`src/dbc_defs.svh`:
```
`ifndef DBC_DEFS_SVH
`define DBC_DEFS_SVH

// ==========================================================
// Register select codes on the special-register port
`define DBC_SEL_MAIN_CTL   3'h0
`define DBC_SEL_INSN_CFG   3'h1
`define DBC_SEL_DATA_CFG   3'h2
`define DBC_SEL_CNT_CTL    3'h3
`define DBC_SEL_STATUS     3'h4
`define DBC_SEL_COUNTER    3'h5

// ==========================================================
// Reset values
`define DBC_RST_WORD       32'h0000_0000

// ==========================================================
// main_debug_control fields
`define DBC_CTL_IDM        0
`define DBC_CTL_EXTDBG     1
`define DBC_CTL_EN_HI      31
`define DBC_CTL_EN_LO      24

// ==========================================================
// data_cmp_config fields
`define DBC_DCFG_MODE_HI   23
`define DBC_DCFG_MODE_LO   22
`define DBC_DCFG_LNK1      21
`define DBC_DCFG_LNK2      20
`define DBC_DCFG_RSVD_MASK 32'h000f_ffff
`define DBC_MODE_EXACT     2'h0

// ==========================================================
// counter_control fields
`define DBC_CC_C1_HI       31
`define DBC_CC_C1_LO       19
`define DBC_CC_C2_HI       18
`define DBC_CC_C2_LO       8
`define DBC_CC_TRG_HI      7
`define DBC_CC_TRG_LO      1
`define DBC_CC_PAIRED      0

// ==========================================================
// debug_status_reg fields
`define DBC_ST_EVT_HI      31
`define DBC_ST_EVT_LO      24
`define DBC_ST_CNT1        2
`define DBC_ST_CNT2        1
`define DBC_ST_TRG         0

// ==========================================================
// Counter halves
`define DBC_HALF_W         16

`endif

```
`src/dbc_pkg.sv`:
```
package dbc_pkg;

  // ==========================================================
  // State of the event counter control, apart from the two counter halves
  typedef struct packed {
    logic [31:0] mainCtl;
    logic [31:0] insnCfg;
    logic [31:0] dataCfg;
    logic [31:0] cntCtl;
    logic [31:0] status;
    logic [3:0]  pendIac;
    logic [1:0]  pendRd;
    logic [1:0]  pendWr;
    logic [1:0]  extSync1;
    logic [1:0]  extSync2;
    logic [1:0]  extPrev;
    logic [31:0] rdData;
    logic        rdValid;
    logic        dbgEvent;
  } dbc_state_t;

endpackage

```
`src/dbc_cnt_if.sv`:
```
`timescale 1ns/1ps
`default_nettype none

// ==========================================================
// Carrier between the control and one down-counter
interface dbc_cnt_if #(parameter int W = 16);
  logic         load;
  logic [W-1:0] loadVal;
  logic         dec;
  logic [W-1:0] value;

  modport owner (input load, input loadVal, input dec, output value);
  modport user  (output load, output loadVal, output dec, input value);
endinterface

`default_nettype wire

```
`src/dbc_event_counter.sv`:
```
// Overview of operation
// - Data compare 1 link ties it to instruction compare 1; that compare skips status.
// - Linked data compare 1 counts only if the same instruction hit compare 1.
// - Data compare 2 link ties it to instruction compare 3 likewise.
// - Lower data compare config bits (19:0) are reserved and read as zero.
// - Main control compare enables are ignored for counting.
// - Compare configuration still shapes counted events without status recording.
// - Each counter decrements at most once per instruction.
// - Multiple-word access with many hits gives exactly one decrement.
// - Interrupted multiple-word access gives no count.
// - Independent counters may both decrement for one instruction.
// - Pairing bit selects two 16-bit counters or one 32-bit counter.
// - Counter enabled when any own count enable set and a debug mode on.
// - Counter 2 counts completes, compares and external events.
// - Counter 1 triggers: compares 1, 3, data read, write, externals, counter 2.
// - Any trigger enable set freezes counter 1 until a trigger fires.
// - Triggered status reported; clearing it re-arms the trigger.
// - Mixed instruction and data counting may raise the event late.
// - Counters run whether or not exceptions are enabled.
// - Counter 2 events are not blocked while triggering counter 1.
// - One count enable bit per event per counter.
`timescale 1ns/1ps
`default_nettype none
`include "dbc_defs.svh"

module dbc_event_counter
  import dbc_pkg::*;
(
  input  wire logic        ref_clk,
  input  wire logic        reset,
  input  wire logic        clkEn,
  input  wire logic [2:0]  sprSel,
  input  wire logic        sprWrite,
  input  wire logic        sprRead,
  input  wire logic [31:0] sprWdata,
  output logic      [31:0] sprRdata,
  output logic             sprRdValid,
  input  wire logic [3:0]  iacHit,
  input  wire logic [1:0]  dacReadHit,
  input  wire logic [1:0]  dacWriteHit,
  input  wire logic        insnComplete,
  input  wire logic        insnAbort,
  input  wire logic        irptTaken,
  input  wire logic        irptExit,
  input  wire logic        extEventOnePin,
  input  wire logic        extEventTwoPin,
  output logic             counterDebugEvent,
  output logic             counterOneTriggered
);

  localparam int HW = `DBC_HALF_W;

  dbc_state_t s_q;
  dbc_state_t s_d;

  dbc_cnt_if #(.W(HW)) cntOne ();
  dbc_cnt_if #(.W(HW)) cntTwo ();

  // ==========================================================
  // Counter halves: counter 1 is the upper half of the word
  dbc_down_counter #(.W(HW)) uCntOne (
    .ref_clk (ref_clk),
    .reset   (reset),
    .clkEn   (clkEn),
    .cnt     (cntOne.owner)
  );

  dbc_down_counter #(.W(HW)) uCntTwo (
    .ref_clk (ref_clk),
    .reset   (reset),
    .clkEn   (clkEn),
    .cnt     (cntTwo.owner)
  );

  // ==========================================================
  // Event qualification
  logic [1:0]  extEvt;
  logic [3:0]  iacNow;
  logic [1:0]  rdNow;
  logic [1:0]  wrNow;
  logic        commit;
  logic        link1;
  logic        link2;
  logic        exactMode;
  logic [1:0]  effRd;
  logic [1:0]  effWr;
  logic [3:0]  iacC;
  logic [1:0]  rdC;
  logic [1:0]  wrC;
  logic        doneC;
  logic [12:0] evVec;
  logic        dbgOn;
  logic        paired;
  logic        en1;
  logic        en2;
  logic [6:0]  trgSel;
  logic [6:0]  trgSrc;
  logic        trgHit;
  logic        run1;
  logic        dec1;
  logic        dec2;
  logic        zero1;
  logic        zero2;
  logic [31:0] wide;
  logic [7:0]  stSet;

  always_comb begin
    extEvt    = s_q.extSync2 & ~s_q.extPrev;
    iacNow    = s_q.pendIac | iacHit;
    rdNow     = s_q.pendRd | dacReadHit;
    wrNow     = s_q.pendWr | dacWriteHit;
    // Abort wins: an interrupted multi-word access leaves nothing behind
    commit    = insnComplete & ~insnAbort;
    link1     = s_q.dataCfg[`DBC_DCFG_LNK1];
    link2     = s_q.dataCfg[`DBC_DCFG_LNK2];
    exactMode = s_q.dataCfg[`DBC_DCFG_MODE_HI:`DBC_DCFG_MODE_LO] == `DBC_MODE_EXACT;
    // Linked data hits stand only beside the matching instruction hit
    effRd[0]  = rdNow[0] & (~link1 | iacNow[0]);
    effWr[0]  = wrNow[0] & (~link1 | iacNow[0]);
    // No second data compare outside exact address mode
    effRd[1]  = rdNow[1] & exactMode & (~link2 | iacNow[2]);
    effWr[1]  = wrNow[1] & exactMode & (~link2 | iacNow[2]);
    // Hits gathered over the instruction collapse into one count point
    iacC      = commit ? iacNow : 4'h0;
    rdC       = commit ? effRd : 2'h0;
    wrC       = commit ? effWr : 2'h0;
    doneC     = commit;
    evVec     = {extEvt[0], extEvt[1], doneC, iacC[0], iacC[1], iacC[2], iacC[3],
                 rdC[0], wrC[0], rdC[1], wrC[1], irptTaken, irptExit};
  end

  // ==========================================================
  // Counter enables, trigger and decrement
  always_comb begin
    dbgOn  = s_q.mainCtl[`DBC_CTL_IDM] | s_q.mainCtl[`DBC_CTL_EXTDBG];
    paired = s_q.cntCtl[`DBC_CC_PAIRED];
    // Main control compare enables play no part here
    en1    = |s_q.cntCtl[`DBC_CC_C1_HI:`DBC_CC_C1_LO] & dbgOn;
    en2    = |s_q.cntCtl[`DBC_CC_C2_HI:`DBC_CC_C2_LO] & dbgOn & ~paired;
    // Counter 2 has no interrupt taken or exit enables
    dec2   = en2 & |(evVec[12:2] & s_q.cntCtl[`DBC_CC_C2_HI:`DBC_CC_C2_LO]);
    zero2  = dec2 & (cntTwo.value == HW'(1));
    trgSel = s_q.cntCtl[`DBC_CC_TRG_HI:`DBC_CC_TRG_LO];
    trgSrc = {extEvt[0], extEvt[1], iacC[0], iacC[2], rdC[0], wrC[0], zero2};
    trgHit = |(trgSel & trgSrc);
    // Frozen while armed and not yet triggered
    run1   = (trgSel == 7'h0) | s_q.status[`DBC_ST_TRG];
    // One decrement per count point whatever the number of hits
    dec1   = en1 & run1 & |(evVec & s_q.cntCtl[`DBC_CC_C1_HI:`DBC_CC_C1_LO]);
    wide   = {cntOne.value, cntTwo.value};
    // Exceptions play no part: counters run on their own enables
    if (paired) begin
      zero1 = dec1 & (wide == 32'h0000_0001);
    end else begin
      zero1 = dec1 & (cntOne.value == HW'(1));
    end
  end

  // ==========================================================
  // Counter halves steering
  always_comb begin
    cntOne.load    = sprWrite & (sprSel == `DBC_SEL_COUNTER);
    cntTwo.load    = cntOne.load;
    cntOne.loadVal = sprWdata[31:HW];
    cntTwo.loadVal = sprWdata[HW-1:0];
    if (paired) begin
      // Lower half borrows into the upper half
      cntTwo.dec = dec1;
      cntOne.dec = dec1 & (cntTwo.value == HW'(0));
    end else begin
      cntTwo.dec = dec2;
      cntOne.dec = dec1;
    end
  end

  // ==========================================================
  // Status set terms
  always_comb begin
    stSet = s_q.mainCtl[`DBC_CTL_EN_HI:`DBC_CTL_EN_LO] &
            {iacC[0] & ~link1, iacC[1], iacC[2] & ~link2, iacC[3],
             rdC[0], wrC[0], rdC[1], wrC[1]};
  end

  // ==========================================================
  // Next state
  always_comb begin
    s_d = s_q;

    // Pins cross in two stages; only the second is looked at
    s_d.extSync1 = {extEventTwoPin, extEventOnePin};
    s_d.extSync2 = s_q.extSync1;
    s_d.extPrev  = s_q.extSync2;

    // Gather hits until the instruction completes or is cut short
    if (insnComplete | insnAbort) begin
      s_d.pendIac = 4'h0;
      s_d.pendRd  = 2'h0;
      s_d.pendWr  = 2'h0;
    end else begin
      s_d.pendIac = iacNow;
      s_d.pendRd  = rdNow;
      s_d.pendWr  = wrNow;
    end

    if (sprWrite) begin
      unique case (sprSel)
        `DBC_SEL_MAIN_CTL: s_d.mainCtl = sprWdata;
        `DBC_SEL_INSN_CFG: s_d.insnCfg = sprWdata;
        `DBC_SEL_DATA_CFG: s_d.dataCfg = sprWdata & ~`DBC_DCFG_RSVD_MASK;
        // Arming and enabling arrive together in one write
        `DBC_SEL_CNT_CTL:  s_d.cntCtl = sprWdata;
        `DBC_SEL_STATUS:   s_d.status = s_q.status & ~sprWdata;
        default:           s_d.status = s_d.status;
      endcase
    end

    // Set wins over a clear in the same cycle
    s_d.status[`DBC_ST_EVT_HI:`DBC_ST_EVT_LO] =
      s_d.status[`DBC_ST_EVT_HI:`DBC_ST_EVT_LO] | stSet;
    if (trgHit) begin
      s_d.status[`DBC_ST_TRG] = 1'b1;
    end
    if (zero1) begin
      s_d.status[`DBC_ST_CNT1] = 1'b1;
    end
    if (zero2) begin
      s_d.status[`DBC_ST_CNT2] = 1'b1;
    end
    // Raised when the count lands, not aligned to the instruction
    s_d.dbgEvent = zero1 | zero2;

    s_d.rdValid = sprRead;
    if (sprRead) begin
      unique case (sprSel)
        `DBC_SEL_MAIN_CTL: s_d.rdData = s_q.mainCtl;
        `DBC_SEL_INSN_CFG: s_d.rdData = s_q.insnCfg;
        `DBC_SEL_DATA_CFG: s_d.rdData = s_q.dataCfg;
        `DBC_SEL_CNT_CTL:  s_d.rdData = s_q.cntCtl;
        `DBC_SEL_STATUS:   s_d.rdData = s_q.status;
        `DBC_SEL_COUNTER:  s_d.rdData = wide;
        default:           s_d.rdData = 32'h0000_0000;
      endcase
    end
  end

  // ==========================================================
  // State register
  always_ff @(posedge ref_clk) begin
    if (reset) begin
      s_q         <= '0;
      s_q.mainCtl <= `DBC_RST_WORD;
      s_q.dataCfg <= `DBC_RST_WORD;
      s_q.cntCtl  <= `DBC_RST_WORD;
      s_q.status  <= `DBC_RST_WORD;
    end else if (clkEn) begin
      s_q <= s_d;
    end
  end

  // ==========================================================
  // Outputs
  assign sprRdata            = s_q.rdData;
  assign sprRdValid          = s_q.rdValid;
  assign counterDebugEvent   = s_q.dbgEvent;
  assign counterOneTriggered = s_q.status[`DBC_ST_TRG];

endmodule // dbc_event_counter

`default_nettype wire

```
`src/dbc_down_counter.sv`:
```
`timescale 1ns/1ps
`default_nettype none

module dbc_down_counter #(
  parameter int W = 16
) (
  input  wire logic   ref_clk,
  input  wire logic   reset,
  input  wire logic   clkEn,
  dbc_cnt_if.owner    cnt
);

  typedef struct packed {
    logic [W-1:0] value;
  } dbc_cnt_state_t;

  dbc_cnt_state_t s_q;
  dbc_cnt_state_t s_d;

  // ==========================================================
  // Load beats decrement so a software write is never lost
  always_comb begin
    s_d = s_q;
    if (cnt.load) begin
      s_d.value = cnt.loadVal;
    end else if (cnt.dec) begin
      s_d.value = s_q.value - W'(1);
    end
  end

  always_ff @(posedge ref_clk) begin
    if (reset) begin
      s_q <= '0;
    end else if (clkEn) begin
      s_q <= s_d;
    end
  end

  assign cnt.value = s_q.value;

endmodule // dbc_down_counter

`default_nettype wire

```
`config.mk`:
```
export PLATFORM = sky130hd
export DESIGN_NAME = dbc_event_counter
export DESIGN_NICKNAME = d
export VERILOG_FILES = /design/src/dbc_pkg.sv /design/src/dbc_cnt_if.sv /design/src/dbc_event_counter.sv /design/src/dbc_down_counter.sv
export VERILOG_INCLUDE_DIRS = /design/src
export SDC_FILE = /design/constraint.sdc
export NUM_CORES = 1
export LEC_CHECK = 0
export BUFFER_PORTS_ARGS = -buffer_cell sky130_fd_sc_hd__buf_2
export CAP_MARGIN = 40
export CORE_MARGIN = 3
export CORE_UTILIZATION = 55
export CTS_CLUSTER_DIAMETER = 200
export DETAILED_ROUTE_END_ITERATION = 12
export GPL_ROUTABILITY_DRIVEN = 0
export PLACE_DENSITY = 0.74
export SLEW_MARGIN = 40
export SYNTH_ARGS = -nofsm -noshare
export SYNTH_HDL_FRONTEND = slang
export SYNTH_SLANG_ARGS = --single-unit
```
`constraint.sdc`:
```
create_clock -name ref_clk -period 5.4 [get_ports ref_clk]
set_clock_uncertainty 0.15 [all_clocks]
set_input_delay 0.27 -clock ref_clk [delete_from_list [all_inputs] [get_ports ref_clk]]
set_output_delay 0.27 -clock ref_clk [all_outputs]
set_load 0.05 [all_outputs]
```
**After elaboration in Yosys (flattened, before gate mapping)**

Index checks and enable logic that the tools add are counted.

- Add/subtract/negate cells: 2
- Eq/ne operators: 8
- Multiplexer cells: 17
- Bitwise operators: 42
- Reductions and logical operators: 28

Operators by type and width:

| cell | count |
|---|---|
| one-hot mux 32 bit (6 select lines) | 1 |
| 2-to-1 mux 16 bit | 4 |
| 2-to-1 mux 32 bit | 2 |
| bitwise AND 32 bit | 1 |
| == test 16 x 1 -> 1 bit (second input constant) | 2 |
| == test 32 x 1 -> 1 bit (second input constant) | 1 |
| inverter 32 bit | 1 |
| subtractor 16 x 1 -> 16 bit (second input constant) | 2 |
| OR reduction 13 bit | 2 |
| AND reduction 3 bit | 8 |
| OR reduction 11 bit | 2 |
| bitwise AND 1 bit | 20 |
| logical NOT 16 bit | 1 |
| nonzero test 2 bit | 8 |
| bitwise AND 13 bit | 1 |
| bitwise AND 11 bit | 1 |
| bitwise AND 8 bit | 1 |
| 2-to-1 mux 8 bit | 1 |
| bitwise OR 8 bit | 1 |
| bitwise AND 7 bit | 1 |
| logical NOT 7 bit | 1 |
| OR reduction 7 bit | 1 |
| == test 3 x 2 -> 1 bit (second input constant) | 2 |
| == test 3 bit (second input constant) | 2 |
| other kinds (13) | 30 |

- Flip-flop bits (word level): 220
- Bits of input ports: 54
- Output and inout port bits: 35
- Word-level logic and storage cells: 117

**Logic depth before layout (Yosys ltp)**

- Depth in word-level cells: 12
- Depth in mapped cells: 11

**Hierarchy**

Synthesis repeated with hierarchy kept, for this count alone.

- Cell total of the unflattened synthesis: 1280
- Area total of the unflattened synthesis: 10541.4 µm²

Modules (own cells, without submodules):

| module | times used | cells each | area an instance (µm²) |
|---|---|---|---|
| dbc_event_counter | 1 | 1012 | 8506.9 |
| dbc_down_counter | 2 | 134 | 1017.2 |

**Least setup slack after synthesis**

No wires, ideal clock.

- Path type: flip-flop to flip-flop
- From: reg uCntTwo.s_q (netlist bit uCntTwo.cnt.value[0])
- To: reg uCntOne.s_q (netlist bit uCntOne.cnt.value[1])
- Data arrival time: 2671 ps
- Data required time: 5183 ps
- Slack: 2512 ps
- Cell stages (with the launch flop): 12
- Path buffers: 2
- Period minus slack after synthesis: 2888 ps
- Cell sequence: dfxtp_1 inv_1 ha_1 or3b_1 or3_1 buf_2 or3b_1 a221oi_2 o21ai_2 buf_6 a211o_1 a21oi_2

- Word-level cells in the longest chain between the ends: 5

Ends and longest elaborated chain:

| what | RTL line | RTL |
|---|---|---|
| from (decl) | dbc_down_counter.sv:17 | `dbc_cnt_state_t s_q;` |
| from (signal assigned) | dbc_down_counter.sv:33 | `s_q <= '0;` |
| from (signal assigned) | dbc_down_counter.sv:35 | `s_q <= s_d;` |
| logical NOT 16 bit | dbc_event_counter.sv:169 | `cntOne.dec = dec1 & (cntTwo.value == HW'(0));` |
| bitwise AND 1 bit | dbc_event_counter.sv:169 |  |
| 2-to-1 mux 1 bit | dbc_event_counter.sv:166 | `if (paired) begin` |
| nonzero test 2 bit (no source line) | - |  |
| AND reduction 2 bit (no source line) | - |  |
| to (signal assigned) | dbc_down_counter.sv:33 |  |
| to (signal assigned) | dbc_down_counter.sv:35 |  |
| to (decl) | dbc_down_counter.sv:17 |  |

Every way passes these cells.
A chain may end at the register's enable or synchronous reset.

**Worst setup path in the final report**

Same ends and word-level chain as after synthesis.

==> results.md <==
- GRT busiest layer: met2
- Outcome: complete, no violations
- Area Overhead vs Synth: 16.0%
- Startpoint types: flop
- Minimum clock period: 3.32 ns
- Cells after Synth: 1301
- Sequential share of power: 42.8%
- Internal power: 2.96 mW
- Residual DRC: 0
- Setup violations, final: 0
- Core area: 18300 um^2
- Post-route cell area: 12000 um^2
- Total global-route track usage: 32.1%
- Critical Path RT: 5.69 ns
- Power Dens Cells: 327 nW/um^2
- Area contributors post-synth: dfxtp_1 42%, a21oi_1 9.0%, nand2_1 8.6%, nor2_1 4.9%, mux2i_1 3.8%
- CTS max path bufs: 3
- Min-delay worst type: in -> reg
- Placed Area: 10700 um^2
- Fillers: 1513
- Clock latency on the worst-skew pair: 0.52 ns
- Post-Route Setup TNS: 0 ns
- GRT met3 Usage: 7.29%
- Synth Net Count: 1359
- Yosys Warn Count: 0
- Number of I/O pins: 89
- Full die area: 20500 um^2
- First-pass GRT wire length: 52000 um
- Hold_buf cts: 42
- CP endpoint kind: flop
- # placed instances: 1517
- Total gr overflow: 0
- PortBufs: 88
- CTS tree: done
- Final Cycle Share: 61.4%
- Top_reg_cell synth: dfxtp_1
- Share of the synthesized area in the top cell type: 42.4%
- Clock H-tree levels: 1
- Worst Tran Pin Value: 0.855 ns
- Worst setup margin: 2.08 ns
- Fin cells: 1603
- Final Slew Violations: 0
- Net Switching: 0.979 mW
- Die boundary width: 143 um
- WS Path Type: reg -> reg
- Final-report hold violation count: 0
- Top-count cell post-synth: nand2_1
- Max-Cap Viols: 0
- Pleak: 4.47 nW
- Post-Place Setup Slack: 2.13 ns
- DRT Wirelength: 33800 um
- Post-CTS sizing: 0
- Largest net degree at the start of global routing: 82
- Initial DRC Count: 1380
- Fmax: 0.302 GHz
- Die H: 143 um
- Comb power frac: 10.2%
- Vias in the first global route: 9248
- EDFF count, synth: 0
- Clock sinks: 220
- Final Net Count: 1414
- Power share of the clock group: 47.1%
- Initial antenna violation count: 0
- GRT met1 Usage: 46.1%
- Std cell rows: 49
- Power, Total: 3.94 mW
- Final ANT Viol Nets: 0
- Cell variety after synth: 62
- Asr flop ratio synth: 0%
- Seq/Total Area, Yosys: 42.4%
- Crit Path Max Fanout: 30
- Global Route met2 Usage: 46.8%
- CTS Buf Count: 24
- Post-layout util: 65.9%
- Cell taking the most area after synthesis: dfxtp_1
- Maximum vdd drop: 217 uV
- RSZ-0062 raised after global routing: no
- Routed via count: 10200
- Clock transition at path regs: 0.06 ns
- Setup Buffers After CTS: 0
- Syn_area_per_cell: 7.98 um^2
- Initial Util: 56.8%
- CTS root buf: clkbuf_16
- Max_slew headroom: 43.0%
- Sw Share: 24.9%
- Worst EP arrival: 3.61 ns
- DRT Pass-1 Iters: 6
- Drt wl/cell: 21.1 um
- HPWL after detailed placement: 22600 um
- Worst hold margin: 0.0216 ns
- Via-per-instance ratio: 6.38
- Most frequent cells after synthesis: 238 x nand2_1, 220 x dfxtp_1, 186 x a21oi_1
- Layout cell share with drive strength beyond 1: 14.0%
- #FFs+latches synth: 220
- Post-synth design cell area: 10400 um^2
-- sequential cells by signal (all words and copies together), names as in the netlist --
name	count
sprRdValid	1
s_d	4
link1	1
counterDebugEvent	1
link2	1
sprRdata	32
counterOneTriggered	1
uCntTwo.cnt.value	16
uCntOne.cnt.value	16
s_q	146
paired	1
-- kinds of logic after synthesis --
| logic type | count (synthesis) | share of synthesized area [%] |
|---|---|---|
| DFF | 220 | 42.4 |
| AOI/OAI and AO/OA | 350 | 20.3 |
| muxes | 67 | 8.21 |
| adders and majority gates | 4 | 0.482 |
| buffers and inverters | 137 | 6.23 |
| and+or+nand+nor | 523 | 22.4 |
-- final cells by class --
type / count / area, um^2 / share of cell area, %
multi-input combinational: 944 / 5360 / 44.5
sequential: 220 / 4400 / 36.6
timing repair buffer: 153 / 1040 / 8.64
clock buffer: 31 / 678 / 5.63
tap: 229 / 287 / 2.38
clock inverter: 12 / 223 / 1.85
inverter: 13 / 48.8 / 0.405
antenna: 1 / 2.50 / 0.0208
-- final timing paths --
check                                     startpoint              endpoint  slack, ns  cells past startpoint
worst min register to register               s_q[56]               s_q[56]       0.30                      2
worst max-delay path            uCntTwo.cnt.value[0]  uCntOne.cnt.value[1]       2.08                      9
worst max register to register  uCntTwo.cnt.value[0]  uCntOne.cnt.value[1]       2.08                      9
worst min-delay path                           reset              s_q[143]       0.02                      2
-- cells in the final DEF, fill, tap and decap left out, types with 3 or more instances in the layout --
cell           synthesis  routed
nand2_1              238     237
dfxtp_1              220     220
a21oi_1              186     186
nor2_1               135     134
buf_2                  4      87
o21ai_0               59      58
dlygate4sd3_1          0      42
mux2i_1               39      39
nor3_1                35      34
nand2b_1              32      32
a221oi_1              26      26
clkbuf_16              0      25
buf_4                 32      23
nor4_1                18      17
mux2_2                15      15
mux4_2                13      13
nand3_1               13      13
inv_1                 12      12
o221ai_1              10      10
a22oi_1                9       9
a211oi_1               8       8
o211ai_1               7       7
or4_1                  7       7
or3_1                  6       6
or2_0                  6       6
bufinv_16              0       6
and2_1                 5       5
a31oi_1                5       5
o311ai_0               5       5
and3_1                 6       5
nor2b_1                5       5
o22ai_1                4       4
a22o_1                 4       4
ha_1                   4       4
nand4_1                3       3
o32ai_1                3       3
nor4b_1                3       3
clkinv_2               0       3
clkbuf_8               0       3
clkbuf_1              76       3
-- worst max-delay path: stages, from the launching register on --
cell      delay, ns
dfxtp_1        0.35
inv_1          0.11
ha_1           0.16
or3b_1         0.42
or3_1          0.48
or3b_1         0.44
a221oi_2       0.39
o21ai_4        0.26
a211o_1        0.35
a21oi_2        0.13
-- power groups by stage --
stage	clock (mW)	sequential (mW)	combinational, mW
floorplan	0	1.71	0.259
global placement	0	1.72	0.361
detailed placement	0	1.72	0.365
CTS	1.87	1.68	0.390
global route	1.94	1.69	0.428
finish	1.85	1.69	0.400
-- per-layer routing --
metal,wire length (um),vias up
li1,-,4668
met1,14000,4749
met2,14200,693
met3,4150,113
met4,1510,0
met5,0,-
(Power assumes the default switching activity.)
